**src/include/fslr_pkg.sv**
```systemverilog
// Package for the flash security lockout recovery block
package fslr_pkg;
    localparam int DIV_W = 7;
    localparam int IR_W = 4;
    localparam int DR_W = 32;
    localparam int IDCODE_W = 32;
    // Instruction codes; values are arbitrary
    localparam logic [3:0] IR_EXTEST = 4'h0;
    localparam logic [3:0] IR_IDCODE = 4'h2;
    localparam logic [3:0] IR_DEBUG = 4'h7;
    localparam logic [3:0] IR_RECOVER = 4'h8;
    localparam logic [3:0] IR_BYPASS = 4'hF;
    localparam logic [3:0] IR_CAPTURE = 4'h1;
    // Identity value is arbitrary
    localparam logic [31:0] IDCODE_VAL = 32'h0A5A_5001;
    // Unlock word and its location
    localparam logic [15:0] UNLOCK_WORD = 16'h0000;
    localparam logic [15:0] UNLOCK_ADDR = 16'h7FF7;
    localparam logic [6:0] DIV_RST = 7'h00;
    localparam int ERASE_TICKS = 4096;
    typedef enum logic [3:0] {
        TS_RESET, TS_IDLE, TS_SEL_DR, TS_CAP_DR, TS_SH_DR, TS_EX1_DR,
        TS_PAU_DR, TS_EX2_DR, TS_UPD_DR, TS_SEL_IR, TS_CAP_IR, TS_SH_IR,
        TS_EX1_IR, TS_PAU_IR, TS_EX2_IR, TS_UPD_IR
    } fslr_tap_type;
    typedef struct packed {
        logic tck;
        logic tms;
        logic tdi;
    } fslr_jtag_in_type;
    typedef struct packed {
        logic req;
        logic [15:0] addr;
        logic [15:0] data;
    } fslr_prog_type;
endpackage

```
**src/fslr_sync.sv**
```systemverilog
// Two-flop synchroniser for a bundle of pin inputs
`timescale 1ns/10ps
`default_nettype none
module fslr_sync #(
    parameter int W = 3
) (
    // Clock and reset
    input wire logic mclk,
    input wire logic rstn,
    // Data
    input wire logic [W-1:0] d,
    output logic [W-1:0] q
);
    logic [W-1:0] meta_reg;
    logic [W-1:0] q_reg;
    always_ff @(posedge mclk or negedge rstn) begin
        if (!rstn) begin
            meta_reg <= '0;
            q_reg <= '0;
        end else begin
            meta_reg <= d;
            q_reg <= meta_reg;
        end
    end
    assign q = q_reg;
endmodule
`default_nettype wire

```
**src/fslr_top.sv**
```systemverilog
// TAP, flash security gate and lockout recovery sequencer
// Functional notes
// - While secured, debug-port access to flash is refused.
// - The TAP is active from boot with boundary scan and ID access.
// - Recovery erases all flash and protection; release waits for reset.
// - The host then shifts a 7-bit divider, captured on update.
// - Entry to Run-Test/Idle starts the erase.
// - Nothing is reset after erase; power-on resets both TAP and device.
// - An all-zero word at the unlock location is an unsecure request.
`timescale 1ns/10ps
`default_nettype none
module fslr_top
    import fslr_pkg::*;
#(
    parameter int ERASE_TICKS_P = ERASE_TICKS
) (
    // Clock and reset
    input wire logic mclk,
    input wire logic rstn,
    // JTAG pins
    input wire fslr_jtag_in_type jtag_in,
    input wire logic trstn,
    output logic tdo,
    output logic tdo_oe,
    // Security strap and flash program port
    input wire logic secure_strap,
    input wire fslr_prog_type prog,
    // Debug port request and flash controls
    input wire logic dbg_flash_req,
    output logic dbg_flash_grant,
    output logic flash_erase_busy,
    output logic flash_erase_clk_en,
    output logic flash_erase_done,
    output logic secure,
    output logic debug_sel,
    output logic bscan_sel
);
    fslr_jtag_in_type js;
    logic tck_d_reg, tck_d_next;
    logic tck_rise, tck_fall;
    fslr_tap_type tap_reg, tap_next;
    logic [IR_W-1:0] ir_reg, ir_next, irs_reg, irs_next;
    logic [DR_W-1:0] drs_reg, drs_next;
    logic [DIV_W-1:0] div_reg, div_next, dcnt_reg, dcnt_next;
    logic [15:0] tick_reg, tick_next;
    logic busy_reg, busy_next, done_reg, done_next;
    logic tdo_reg, tdo_next, oe_reg, oe_next;
    logic sec_reg, sec_next, rel_reg, rel_next, init_reg, init_next;
    logic ce_reg, ce_next;
    logic tap_rst;
    logic trstn_sync;

    // TCK is only sampled, never used as a clock
    fslr_sync #(.W($bits(fslr_jtag_in_type))) u_sync (
        .mclk(mclk),
        .rstn(rstn),
        .d(jtag_in),
        .q(js)
    );

    // TAP reset pin is asynchronous too; held in reset until it settles
    fslr_sync #(.W(1)) u_sync_trst (
        .mclk(mclk),
        .rstn(rstn),
        .d(trstn),
        .q(trstn_sync)
    );

    assign tck_rise = js.tck & ~tck_d_reg;
    assign tck_fall = ~js.tck & tck_d_reg;
    assign tap_rst = ~trstn_sync;

    always_comb begin
        tck_d_next = js.tck;
        tap_next = tap_reg;
        ir_next = ir_reg;
        irs_next = irs_reg;
        drs_next = drs_reg;
        div_next = div_reg;
        tdo_next = tdo_reg;
        oe_next = oe_reg;
        if (tap_rst) begin
            tap_next = TS_RESET;
            ir_next = IR_IDCODE;
        end else if (tck_rise) begin
            unique case (tap_reg)
                TS_RESET: tap_next = js.tms ? TS_RESET : TS_IDLE;
                TS_IDLE: tap_next = js.tms ? TS_SEL_DR : TS_IDLE;
                TS_SEL_DR: tap_next = js.tms ? TS_SEL_IR : TS_CAP_DR;
                TS_CAP_DR: tap_next = js.tms ? TS_EX1_DR : TS_SH_DR;
                TS_SH_DR: tap_next = js.tms ? TS_EX1_DR : TS_SH_DR;
                TS_EX1_DR: tap_next = js.tms ? TS_UPD_DR : TS_PAU_DR;
                TS_PAU_DR: tap_next = js.tms ? TS_EX2_DR : TS_PAU_DR;
                TS_EX2_DR: tap_next = js.tms ? TS_UPD_DR : TS_SH_DR;
                TS_UPD_DR: tap_next = js.tms ? TS_SEL_DR : TS_IDLE;
                TS_SEL_IR: tap_next = js.tms ? TS_RESET : TS_CAP_IR;
                TS_CAP_IR: tap_next = js.tms ? TS_EX1_IR : TS_SH_IR;
                TS_SH_IR: tap_next = js.tms ? TS_EX1_IR : TS_SH_IR;
                TS_EX1_IR: tap_next = js.tms ? TS_UPD_IR : TS_PAU_IR;
                TS_PAU_IR: tap_next = js.tms ? TS_EX2_IR : TS_PAU_IR;
                TS_EX2_IR: tap_next = js.tms ? TS_UPD_IR : TS_SH_IR;
                TS_UPD_IR: tap_next = js.tms ? TS_SEL_DR : TS_IDLE;
            endcase
            unique case (tap_reg)
                TS_RESET: ir_next = IR_IDCODE;
                TS_CAP_IR: irs_next = IR_CAPTURE;
                TS_SH_IR: irs_next = {js.tdi, irs_reg[IR_W-1:1]};
                TS_UPD_IR: ir_next = irs_reg;
                TS_CAP_DR: begin
                    if (ir_reg == IR_IDCODE) begin
                        drs_next = IDCODE_VAL;
                    end else if (ir_reg == IR_RECOVER) begin
                        drs_next = DR_W'(div_reg);
                    end else if (ir_reg == IR_DEBUG && sec_reg) begin
                        drs_next = '0;
                    end else begin
                        drs_next = '0;
                    end
                end
                TS_SH_DR: begin
                    if (ir_reg == IR_RECOVER) begin
                        drs_next = {{(DR_W-DIV_W){1'b0}}, js.tdi,
                            drs_reg[DIV_W-1:1]};
                    end else if (ir_reg == IR_IDCODE) begin
                        drs_next = {js.tdi, drs_reg[DR_W-1:1]};
                    end else begin
                        drs_next = {{(DR_W-1){1'b0}}, js.tdi};
                    end
                end
                TS_UPD_DR: begin
                    if (ir_reg == IR_RECOVER && !busy_reg) begin
                        div_next = drs_reg[DIV_W-1:0];
                    end
                end
                default: ;
            endcase
        end
        // TDO changes on the falling edge, driven only while shifting
        if (tck_fall) begin
            oe_next = (tap_reg == TS_SH_DR) || (tap_reg == TS_SH_IR);
            tdo_next = (tap_reg == TS_SH_IR) ? irs_reg[0] : drs_reg[0];
        end
    end

    always_ff @(posedge mclk or negedge rstn) begin
        if (!rstn) begin
            tck_d_reg <= 1'b0;
            tap_reg <= TS_RESET;
            ir_reg <= IR_IDCODE;
            irs_reg <= '0;
            drs_reg <= '0;
            div_reg <= DIV_RST;
            tdo_reg <= 1'b0;
            oe_reg <= 1'b0;
        end else begin
            tck_d_reg <= tck_d_next;
            tap_reg <= tap_next;
            ir_reg <= ir_next;
            irs_reg <= irs_next;
            drs_reg <= drs_next;
            div_reg <= div_next;
            tdo_reg <= tdo_next;
            oe_reg <= oe_next;
        end
    end

    // Erase sequencer and security state
    always_comb begin
        busy_next = busy_reg;
        done_next = done_reg;
        dcnt_next = dcnt_reg;
        tick_next = tick_reg;
        ce_next = 1'b0;
        sec_next = sec_reg;
        rel_next = rel_reg;
        init_next = 1'b0;
        if (init_reg) begin
            // Strap sampled one clock after reset release
            sec_next = secure_strap;
        end
        if (!busy_reg && !done_reg && ir_reg == IR_RECOVER
            && tap_reg == TS_UPD_DR && tap_next == TS_IDLE) begin
            busy_next = 1'b1;
            // Divider lands on this same edge, so take the new value
            dcnt_next = div_next;
            tick_next = '0;
        end
        if (busy_reg) begin
            // Divider gives the erase timing strobe
            if (dcnt_reg == '0) begin
                dcnt_next = div_reg;
                ce_next = 1'b1;
                tick_next = tick_reg + 16'h0001;
                if (32'(tick_reg) == ERASE_TICKS_P - 1) begin
                    busy_next = 1'b0;
                    done_next = 1'b1;
                    rel_next = 1'b1;
                end
            end else begin
                dcnt_next = dcnt_reg - 7'h01;
            end
        end
        // Unlock word write, effective only after reset
        if (prog.req && prog.addr == UNLOCK_ADDR
            && prog.data == UNLOCK_WORD) begin
            rel_next = 1'b1;
        end
    end

    always_ff @(posedge mclk or negedge rstn) begin
        if (!rstn) begin
            busy_reg <= 1'b0;
            done_reg <= 1'b0;
            dcnt_reg <= '0;
            tick_reg <= '0;
            ce_reg <= 1'b0;
            sec_reg <= 1'b1;
            rel_reg <= 1'b0;
            init_reg <= 1'b1;
        end else begin
            busy_reg <= busy_next;
            done_reg <= done_next;
            dcnt_reg <= dcnt_next;
            tick_reg <= tick_next;
            ce_reg <= ce_next;
            sec_reg <= sec_next;
            rel_reg <= rel_next;
            init_reg <= init_next;
        end
    end

    // Security stays set until a device reset, even after erase
    assign secure = sec_reg;
    assign dbg_flash_grant = dbg_flash_req & ~sec_reg & ~busy_reg;
    assign flash_erase_busy = busy_reg;
    assign flash_erase_clk_en = ce_reg;
    assign flash_erase_done = done_reg;
    assign debug_sel = (ir_reg == IR_DEBUG);
    assign bscan_sel = (ir_reg == IR_EXTEST);
    assign tdo = tdo_reg;
    assign tdo_oe = oe_reg;
endmodule
`default_nettype wire

```
**config.mk**
```make
export PLATFORM = sky130hd
export DESIGN_NAME = fslr_top
export DESIGN_NICKNAME = d
export VERILOG_FILES = /design/src/include/fslr_pkg.sv /design/src/fslr_sync.sv /design/src/fslr_top.sv
export SDC_FILE = /design/constraint.sdc
export NUM_CORES = 1
export LEC_CHECK = 0
export ABC_CLOCK_PERIOD_IN_PS = 2500
export BUFFER_PORTS_ARGS = -buffer_cell sky130_fd_sc_hd__buf_2
export CORE_UTILIZATION = 53
export DETAILED_ROUTE_END_ITERATION = 7
export PLACE_DENSITY = 0.84
export SKIP_CTS_REPAIR_TIMING = 1
export SLEW_MARGIN = 20
export SYNTH_ARGS = -nofsm -noshare
export SYNTH_HDL_FRONTEND = slang
export SYNTH_HIERARCHICAL = 1
export SYNTH_SLANG_ARGS = --single-unit
```
**constraint.sdc**
```tcl
create_clock -name mclk -period 2.5 [get_ports mclk]
set_input_delay 0.375 -clock mclk [delete_from_list [all_inputs] [get_ports mclk]]
set_output_delay 0.375 -clock mclk [all_outputs]
set_load 0.01 [all_outputs]
```
==> key figures, run 1 <==
Timing
  • PnR worst setup slack: 0.190 ns
  • RSZ-0062 raised after global routing: no
  • Relative slew slack: 0.489
  • Fmax: 433 MHz
  • Setup tns final: 0 ns
  • Fin crit share: 0.924
  • Count of final setup violators: 0
  • Worst-Margin Slew: 0.767 ns
  • Hold Vio Cnt, Final: 0
  • Slew Viols, Final: 0
  • Clock skew: 0.00733 ns
  • Post-layout min period: 2.31 ns

Worst setup path
  • Crit path max fanout: 15
  • CP Launch Type: register
  • Worst setup EP type: register
  • Worst EP arrival: 2.54 ns
  • Internal reg-to-reg setup slack: 0.19 ns
  • WS Path Type: register to register
  • CP Data Required Time: 2.73 ns

Logic synthesis
  • Post-synth EDFFs: 0
  • Syn nets: 458
  • Flops & latches, synth: 90
  • Most instantiated cells after synthesis: 87 x dfrtp_1, 47 x nand2_1, 29 x o21ai_0
  • Synth Cell Area: 4190 um2
  • Post-synth top flop: dfrtp_1
  • Avg Inst Size Synth: 10.1 um2
  • Most frequent cell after synthesis: dfrtp_1
  • Ys async rst share: 1.00
  • Synthesis Warnings: 6
  • Sequential area share after synthesis: 0.539
  • Cells after synthesis: 415
  • Yosys top cell area share: 0.520
  • Synth area leaders: dfrtp_1 52%, nand2_1 4.2%, a22o_1 4.2%
  • Post-synth top area cell: dfrtp_1
  • Library cells used by synthesis: 58

Placement
  • GPL Wtd Cong: 0.900
  • Post-DP HPWL: 5420 um
  • Pre-CTS WS: 0.172 ns
  • I/O Buffers: 16

Detailed routing
  • Total number of vias: 3269
  • First-pass DRT Iterations: 6
  • DRC: 0
  • Initial DRC count: 158
  • Via density: 5.97
  • Final ANT Viol Nets: 0
  • WL/cell: 15.3 um
  • Routed wire length: 8390 um

Pwr
  • Sw Share: 0.220
  • Sequential share of power: 0.565
  • P_leak: 2.15 nW
  • Comb pwr share: 0.030
  • Pint: 2.04 mW
  • Clk pwr share: 0.405
  • P_sw: 0.576 mW
  • Maximum vdd drop: 0.407 mV
  • Power Density: 560 nW/um2

GRT
  • GRT Util Overall: 0.221
  • Antenna violations before repair: 0
  • First-pass GRT wire length: 14500 um
  • Vias in the first global route: 3145
  • Largest net degree at the start of global routing: 63
  • Overflow after GRT: 0

Worst hold path
  • Hold WC Path Type: input pin to asynchronous set/reset pin

Clock tree
  • Worst-Skew Late Latency: 0.35 ns
  • Root Buffer: clkbuf_8
  • Clock tree sinks: 90
  • CTS tree: built
  • Worst-case clock buffer depth: 2
  • Clock-pin slew on the worst setup and hold paths: 0.09 ns
  • H-tree levels: 3
  • Num CTS Buffers: 9

Finish
  • Synth-to-Final Area Change: 11.6%
  • Antenna Cells: 0
  • Flip-flop count of the largest register after layout: 32
  • Fin nets: 484
  • Layout cells sized above 1: 0.161

Floorplanning
  • Die H: 90.9 um
  • Initial core utilization: 0.545
  • Core area: 7690 um2
  • Io pins: 50
  • Row count: 32
  • Die width: 90.9 um
  • Die ar.: 8260 um2

Status
  • Status: finished clean

Run
  • Max Cap Violations: 0
## routing by layer
layer	GRT usage	routed length, um
met1	0.303	3870
met2	0.346	3990
met3	0.0337	370
met4	0.103	162
met5	0	0
## logic make-up (layout without fill, tap and decap cells)
group                      after synthesis  in the layout  synth area share
AOI/OAI and AO/OA                      113            113             0.179
xor gates and xnor gates                 5              5            0.0105
adders and majority gates                2              2           0.00598
buffers and inverters                   34             65            0.0356
DFF                                     90             90             0.539
muxes                                   16             16            0.0430
other                                    1              1          0.000896
and+or+nand+nor                        154            154             0.186
## per-stage QoR
stage	instance area, um2	std cells	util	power [mW]	hold WS [ns]
2_1_floorplan	4190	415	-	1.54	0.0794
3_3_place_gp	4460	532	0.580	1.58	0.334
3_5_place_dp	4460	532	0.580	1.59	0.335
4_1_cts	4670	548	0.608	2.63	0.110
5_1_grt	4670	548	0.608	2.70	0.104
6_report	4670	548	0.608	2.62	0.0879
## critical path, cell delays in order, from the launching register on
cell and delay (ns):
dfrtp_1 0.46, or4b_4 0.53, or4_4 0.62, mux2_4 0.36, nor2_4 0.12, o221ai_2 0.10
## worst paths after layout
check                                            endpoint                      startpoint  depth (start not counted)
min reg2reg                       u_sync_trst/q$_DFF_PN0_  u_sync_trst/meta_reg$_DFF_PN0_                          0
max in group asynchronous         drs_reg[14]$_DFFE_PN0P_                            rstn                          2
min                                 tick_reg[4]$_DFF_PN0_                            rstn                          1
max reg2reg                       dcnt_reg[0]$_DFFE_PN0P_           ir_reg[0]$_DFFE_PN0P_                          5
max                               dcnt_reg[0]$_DFFE_PN0P_           ir_reg[0]$_DFFE_PN0P_                          5
min in group mclk          u_sync_trst/meta_reg$_DFF_PN0_                           trstn                          1
## layout by cell type (no fill, tap or decap), drive strengths merged, types with 2 or more instances in the layout
cell type / n
dfrtp: 87
nand2: 47
buf: 35
o21ai: 30
nand3: 26
nor2: 23
a21oi: 22
a22o: 20
a31oi: 14
inv: 13
clkbuf: 13
nor3: 10
mux2: 10
nand2b: 8
a22oi: 8
and2: 7
mux2i: 6
nor2b: 5
and3: 5
nand4: 5
nor4: 5
or3: 3
xnor2: 3
dfstp: 3
o221ai: 3
o211ai: 2
o2bb2ai: 2
or2: 2
a41oi: 2
xor2: 2
nor4b: 2
o22ai: 2
ha: 2
or4b: 2
clkinv: 2
## power groups by stage
| stage | Sequential, mW | Clock (mW) | Combinational (mW) |
|---|---|---|---|
| final | 1.48 | 1.06 | 0.0784 |
| after CTS | 1.48 | 1.07 | 0.0800 |
| after detailed placement | 1.51 | 0 | 0.0790 |
| after global routing | 1.48 | 1.13 | 0.0885 |
| after global placement | 1.51 | 0 | 0.0771 |
| after floorplan | 1.50 | 0 | 0.0321 |
## layout make-up
cell class	instances	area, um2
clock buffers	13	169
inverters	14	52.6
multi-input cells	291	1780
well taps	102	128
repair buffers	35	238
clock inverters	3	46.3
fillers	634	3010
flip-flops and latches	90	2260
No activity file was read; power rests on OpenSTA's default activity.
==> inputs of run 2 (changes only) <==
Settings changed: CORE_UTILIZATION 53 to 56, PLACE_DENSITY 0.84 to 0.87.
==> run 2 against run 1 <==
  * Highest routed layer unchanged
  * Combinational power rose by 3.7%
  * Flip-flop and latch count is the same
  * Wire length rose by 1.4%
  * Cell area rose by 0.32%
  * Clock skew is 0.0014 ns higher
  * First-iteration DRC count grew 80%
  * Critical path depth increased by 1
  * Via count is 0.73% higher
  * Non-clock buffer count fell by 1
  * Fmax increased by 0.32%
==> key figures, run 2 (synthesis gave the netlist of run 1 again) <==
Timing
  • Fmax: 434 MHz
  • Fin crit share: 0.921
  • Hold Vio Cnt, Final: 0
  • RSZ-0062 raised after global routing: no
  • Relative slew slack: 0.579
  • Post-layout min period: 2.30 ns
  • Clock skew: 0.00874 ns
  • Setup tns final: 0 ns
  • Worst-Margin Slew: 0.627 ns
  • Count of final setup violators: 0
  • Slew Viols, Final: 0

Pwr
  • Maximum vdd drop: 0.372 mV
  • P_leak: 2.15 nW
  • Power after layout: 2.70 mW
  • Power Density: 577 nW/um2

Worst setup path
  • WS Path Type: register to register
  • Worst EP arrival: 2.54 ns
  • Worst setup EP type: register
  • Crit path max fanout: 10
  • CP Launch Type: register
  • CP Data Required Time: 2.74 ns

Detailed routing
  • First-pass DRT Iterations: 5
  • Final ANT Viol Nets: 0
  • DRC: 0
  • Initial DRC count: 285
  • WL/cell: 15.6 um
  • Via density: 6.05
  • Total number of vias: 3293
  • Routed wire length: 8510 um

GRT
  • Busiest grt layer: met2
  • Met1 Use GR: 0.335
  • M3 GR Usage: 0.0401
  • First-pass GRT wire length: 14600 um
  • Largest net degree at the start of global routing: 64
  • Vias in the first global route: 3088
  • Overflow after GRT: 0
  • Global Route met2 Usage: 0.399
  • GRT Util Overall: 0.247
  • Antenna violations before repair: 0

Finish
  • Most common cell after layout, fill and taps aside: dfrtp_1
  • # fillers: 568
  • Synth-to-Final Area Change: 12.0%
  • Flip-flop count of the largest register after layout: 32
  • Antenna Cells: 0
  • Commonest cells after routing, fill and taps aside: 87 x dfrtp_1, 47 x nand2_1, 29 x o21ai_0
  • Layout cells sized above 1: 0.160
  • FF/Latch Area: 2260 um2
  • Fin nets: 483
  • Area of the multi-input gates: 1790 um2

Clock tree
  • Num CTS Buffers: 9
  • Root Buffer: clkbuf_8
  • Worst-case clock buffer depth: 2
  • CTS tree: built
  • Clock-pin slew on the worst setup and hold paths: 0.09 ns
  • H-tree levels: 3
  • Clock tree sinks: 90
  • Worst-Skew Late Latency: 0.37 ns

Floorplanning
  • Die width: 88.5 um
  • Row count: 31
  • Initial core utilization: 0.577
  • Core area: 7250 um2
  • Io pins: 50
  • Die H: 88.5 um
  • Die ar.: 7830 um2

Run
  • Max Cap Violations: 0

Status
  • Status: finished clean

Worst hold path
  • Hold WC Path Type: input pin to register

Placement
  • Post-DP HPWL: 5640 um
  • I/O Buffers: 16
  • GPL Wtd Cong: 0.825
==> run 2: final cells by class <==
| class | instances | share of cell area |
|---|---|---|
| flip-flops and latches | 90 | 0.481 |
| multi-input cells | 291 | 0.382 |
| repair buffers | 34 | 0.0496 |
| clock buffers | 10 | 0.0294 |
| well taps | 99 | 0.0264 |
| clock inverters | 6 | 0.0205 |
| inverters | 14 | 0.0112 |
==> run 2: final timing paths <==
check                                        startpoint                           end  slack [ns]  cells past startpoint
min in group asynchronous                          rstn        tick_reg[10]$_DFF_PN0_        0.47                      2
max                               ir_reg[0]$_DFFE_PN0P_         tick_reg[5]$_DFF_PN0_        0.20                      6
max reg2reg                       ir_reg[0]$_DFFE_PN0P_         tick_reg[5]$_DFF_PN0_        0.20                      6
min reg2reg                u_sync/meta_reg[1]$_DFF_PN0_         u_sync/q[1]$_DFF_PN0_        0.35                      0
min                                          jtag_in[1]  u_sync/meta_reg[1]$_DFF_PN0_        0.11                      1
max in group asynchronous                          rstn         ir_reg[1]$_DFFE_PN1P_        1.36                      3
==> run 2: per-layer routing <==
layer	wire length [um]	share of wire
met5	0	0
met4	159	0.019
met3	322	0.038
met2	4070	0.48
met1	3960	0.46
==> run 2: metrics by stage <==
step	cell area [um2]	hold WS [ns]	worst slack (ns)	util	cells
finish	4690	0.108	0.198	0.646	544
global route	4690	0.0938	0.00345	0.646	544
CTS	4670	-0.0787	0.159	0.644	543
detailed placement	4440	0.317	0.148	0.612	527
global placement	4440	0.315	0.220	0.612	527
floorplan	4190	0.0794	0.297	-	415
==> run 2: worst max-delay path, stage by stage (launching register included) <==
cell and delay, ns:
dfrtp_1 0.45, or4b_4 0.52, nor4_1 0.38, nand4_1 0.18, buf_4 0.22, nand2_1 0.28
a31oi_1 0.14
==> run 2: report_power, final <==
| part | switching (mW) | leakage (nW) | internal, mW |
|---|---|---|---|
| Combinational | 0.0541 | 0.812 | 0.0273 |
| Sequential | 0.0119 | 1.23 | 1.47 |
| Clock | 0.541 | 0.115 | 0.602 |
| Total | 0.607 | 2.15 | 2.10 |
==> inputs of run 3 (changes only) <==
Settings changed: REMOVE_ABC_BUFFERS set to 1.
==> run 3 against run 2 <==
  * First-iteration DRC count down 47%
  * Via count is 2.7% lower
  * Worst setup slack worse by 0.0071 ns
  * Clock skew shrank 0.00078 ns
  * The run now ends with negative hold slack left
  * Largest power group unchanged
  * Cell area fell by 0.67%
  * Wire length decreased by 2.6%
  * Die area unchanged
  * Critical path depth decreased by 1
  * Flip-flop and latch count unchanged
  * Non-clock buffer count down 1
  * Hold slack got worse by 0.13 ns
  * Critical path type unchanged
  * Sequential power hardly changed
==> key figures, run 3 (synthesis gave the netlist of run 1 again) <==
Status
  • Status: complete, but fails checks
  • Failing checks: negative hold slack

Detailed routing
  • Routed wire length: 8290 um
  • Via density: 5.90
  • WL/cell: 15.3 um
  • Final ANT Viol Nets: 0
  • DRC: 0
  • Initial DRC count: 152
  • Total number of vias: 3203
  • First-pass DRT Iterations: 5

Pwr
  • Clk pwr share: 0.407
  • Sw Share: 0.210
  • Sequential share of power: 0.563
  • Comb pwr share: 0.030
  • Maximum vdd drop: 0.371 mV
  • Pint: 2.08 mW
  • P_sw: 0.551 mW
  • Power Density: 564 nW/um2
  • P_leak: 2.14 nW

Finish
  • Layout cells sized above 1: 0.160
  • Synth-to-Final Area Change: 11.2%
  • Flip-flop count of the largest register after layout: 32
  • Fin nets: 482
  • Non-Filler Instances: 543
  • # fillers: 585
  • Finished Cell Area: 4660 um2
  • Commonest cells after routing, fill and taps aside: 87 x dfrtp_1, 46 x nand2_1, 29 x o21ai_0
  • Antenna Cells: 0
  • Most common cell after layout, fill and taps aside: dfrtp_1

Floorplanning
  • Die width: 88.5 um
  • Core area: 7250 um2
  • Die ar.: 7830 um2
  • Initial core utilization: 0.577
  • Io pins: 50
  • Row count: 31
  • Die H: 88.5 um

Placement
  • GPL Wtd Cong: 0.837
  • Placed Cells: 527
  • I/O Buffers: 16
  • Post-DP HPWL: 5510 um
  • Post-DP Area: 4440 um2

Timing
  • Count of final setup violators: 0
  • Setup tns final: 0 ns
  • Slew Viols, Final: 0
  • Clock skew: 0.00796 ns
  • Worst Hold Slack: -0.0258 ns
  • Hold Vio Cnt, Final: 33
  • Worst-Margin Slew: 0.600 ns
  • Relative slew slack: 0.596
  • Fmax: 433 MHz
  • Fin crit share: 0.924
  • RSZ-0062 raised after global routing: no
  • Post-layout min period: 2.31 ns

Clock tree
  • Worst-case clock buffer depth: 2
  • CTS tree: built
  • Worst-Skew Late Latency: 0.35 ns
  • Clock tree sinks: 90
  • Root Buffer: clkbuf_8
  • H-tree levels: 3
  • Clock-pin slew on the worst setup and hold paths: 0.08 ns
  • Num CTS Buffers: 9

Worst setup path
  • Worst EP arrival: 2.55 ns
  • Worst setup EP type: register
  • Largest stage delay, worst path: 0.63 ns
  • Crit path max fanout: 15
  • CP max-delay cell: or4_4
  • CP cell instances: or4b_4 > or4_4 > mux2_4 > mux2i_1 > o21ai_1
  • CP Launch Type: register
  • WS Path Type: register to register
  • CP Data Required Time: 2.74 ns

GRT
  • Vias in the first global route: 3075
  • First-pass GRT wire length: 14200 um
  • GRT Util Overall: 0.240
  • Antenna violations before repair: 0
  • Largest net degree at the start of global routing: 54
  • Overflow after GRT: 0

Run
  • Max Cap Violations: 0

Worst hold path
  • Hold WC Path Type: input pin to asynchronous set/reset pin
[run 3: cell types whose count changed in the layout (fill, tap and decap cells not counted), sizes merged]
cell and delta:
dlygate4sd3 -1, clkinv +3, inv -2, clkinvlp -1
[run 3: power groups by stage]
stage | sequential [mW] | clock, mW | combinational [mW]
4_1_cts | 1.48 | 1.09 | 0.0804
3_5_place_dp | 1.51 | 0 | 0.0802
5_1_grt | 1.48 | 1.15 | 0.0906
6_report | 1.48 | 1.07 | 0.0786
3_3_place_gp | 1.51 | 0 | 0.0772
2_1_floorplan | 1.51 | 0 | 0.0258
[run 3: through the flow]
stage                util  hold slack [ns]  power (mW)  worst slack, ns
finish              0.642          -0.0258        2.63            0.190
floorplan               -           0.0794        1.53          0.00951
detailed placement  0.612            0.336        1.59            0.190
global route        0.642           0.0157        2.72           0.0818
CTS                 0.642          -0.0117        2.65            0.143
global placement    0.612            0.332        1.58            0.232
[run 3: worst max-delay path: cells and delay by family, from the launching register on]
family | cells | cell delay (ns)
and+or+nand+nor | 2 | 1.17
muxes | 2 | 0.50
DFF | 1 | 0.45
AOI/OAI and AO/OA | 1 | 0.09
[run 3: path summary, 6_finish.rpt]
check | start | to | slack, ns | cells past startpoint
max in group asynchronous | rstn | init_reg$_DFF_PN1_ | 1.83 | 2
setup / recovery | ir_reg[0]$_DFFE_PN0P_ | dcnt_reg[6]$_DFFE_PN0P_ | 0.19 | 5
hold reg to reg | u_sync/meta_reg[2]$_DFF_PN0_ | u_sync/q[2]$_DFF_PN0_ | 0.35 | 0
setup reg to reg | ir_reg[0]$_DFFE_PN0P_ | dcnt_reg[6]$_DFFE_PN0P_ | 0.19 | 5
min in group mclk | trstn | u_sync_trst/meta_reg$_DFF_PN0_ | 0.13 | 1
hold / removal | rstn | tick_reg[11]$_DFF_PN0_ | -0.03 | 1
[run 3: final cells by class]
type                    count  area [um2]  area share
flip-flops and latches     90        2260       0.484
multi-input cells         291        1780       0.383
repair buffers             33         223      0.0478
clock buffers              10         138      0.0296
well taps                  99         124      0.0266
clock inverters             6        80.1      0.0172
inverters                  14        52.6      0.0113
[run 3: routing by layer]
metal / vias to the layer above / GRT usage / wire, um
met5: - / 0 / 0
met4: 0 / 0.0894 / 155
met3: 16 / 0.0476 / 325
met2: 78 / 0.381 / 4020
met1: 1551 / 0.330 / 3790
li1: 1558 / - / -
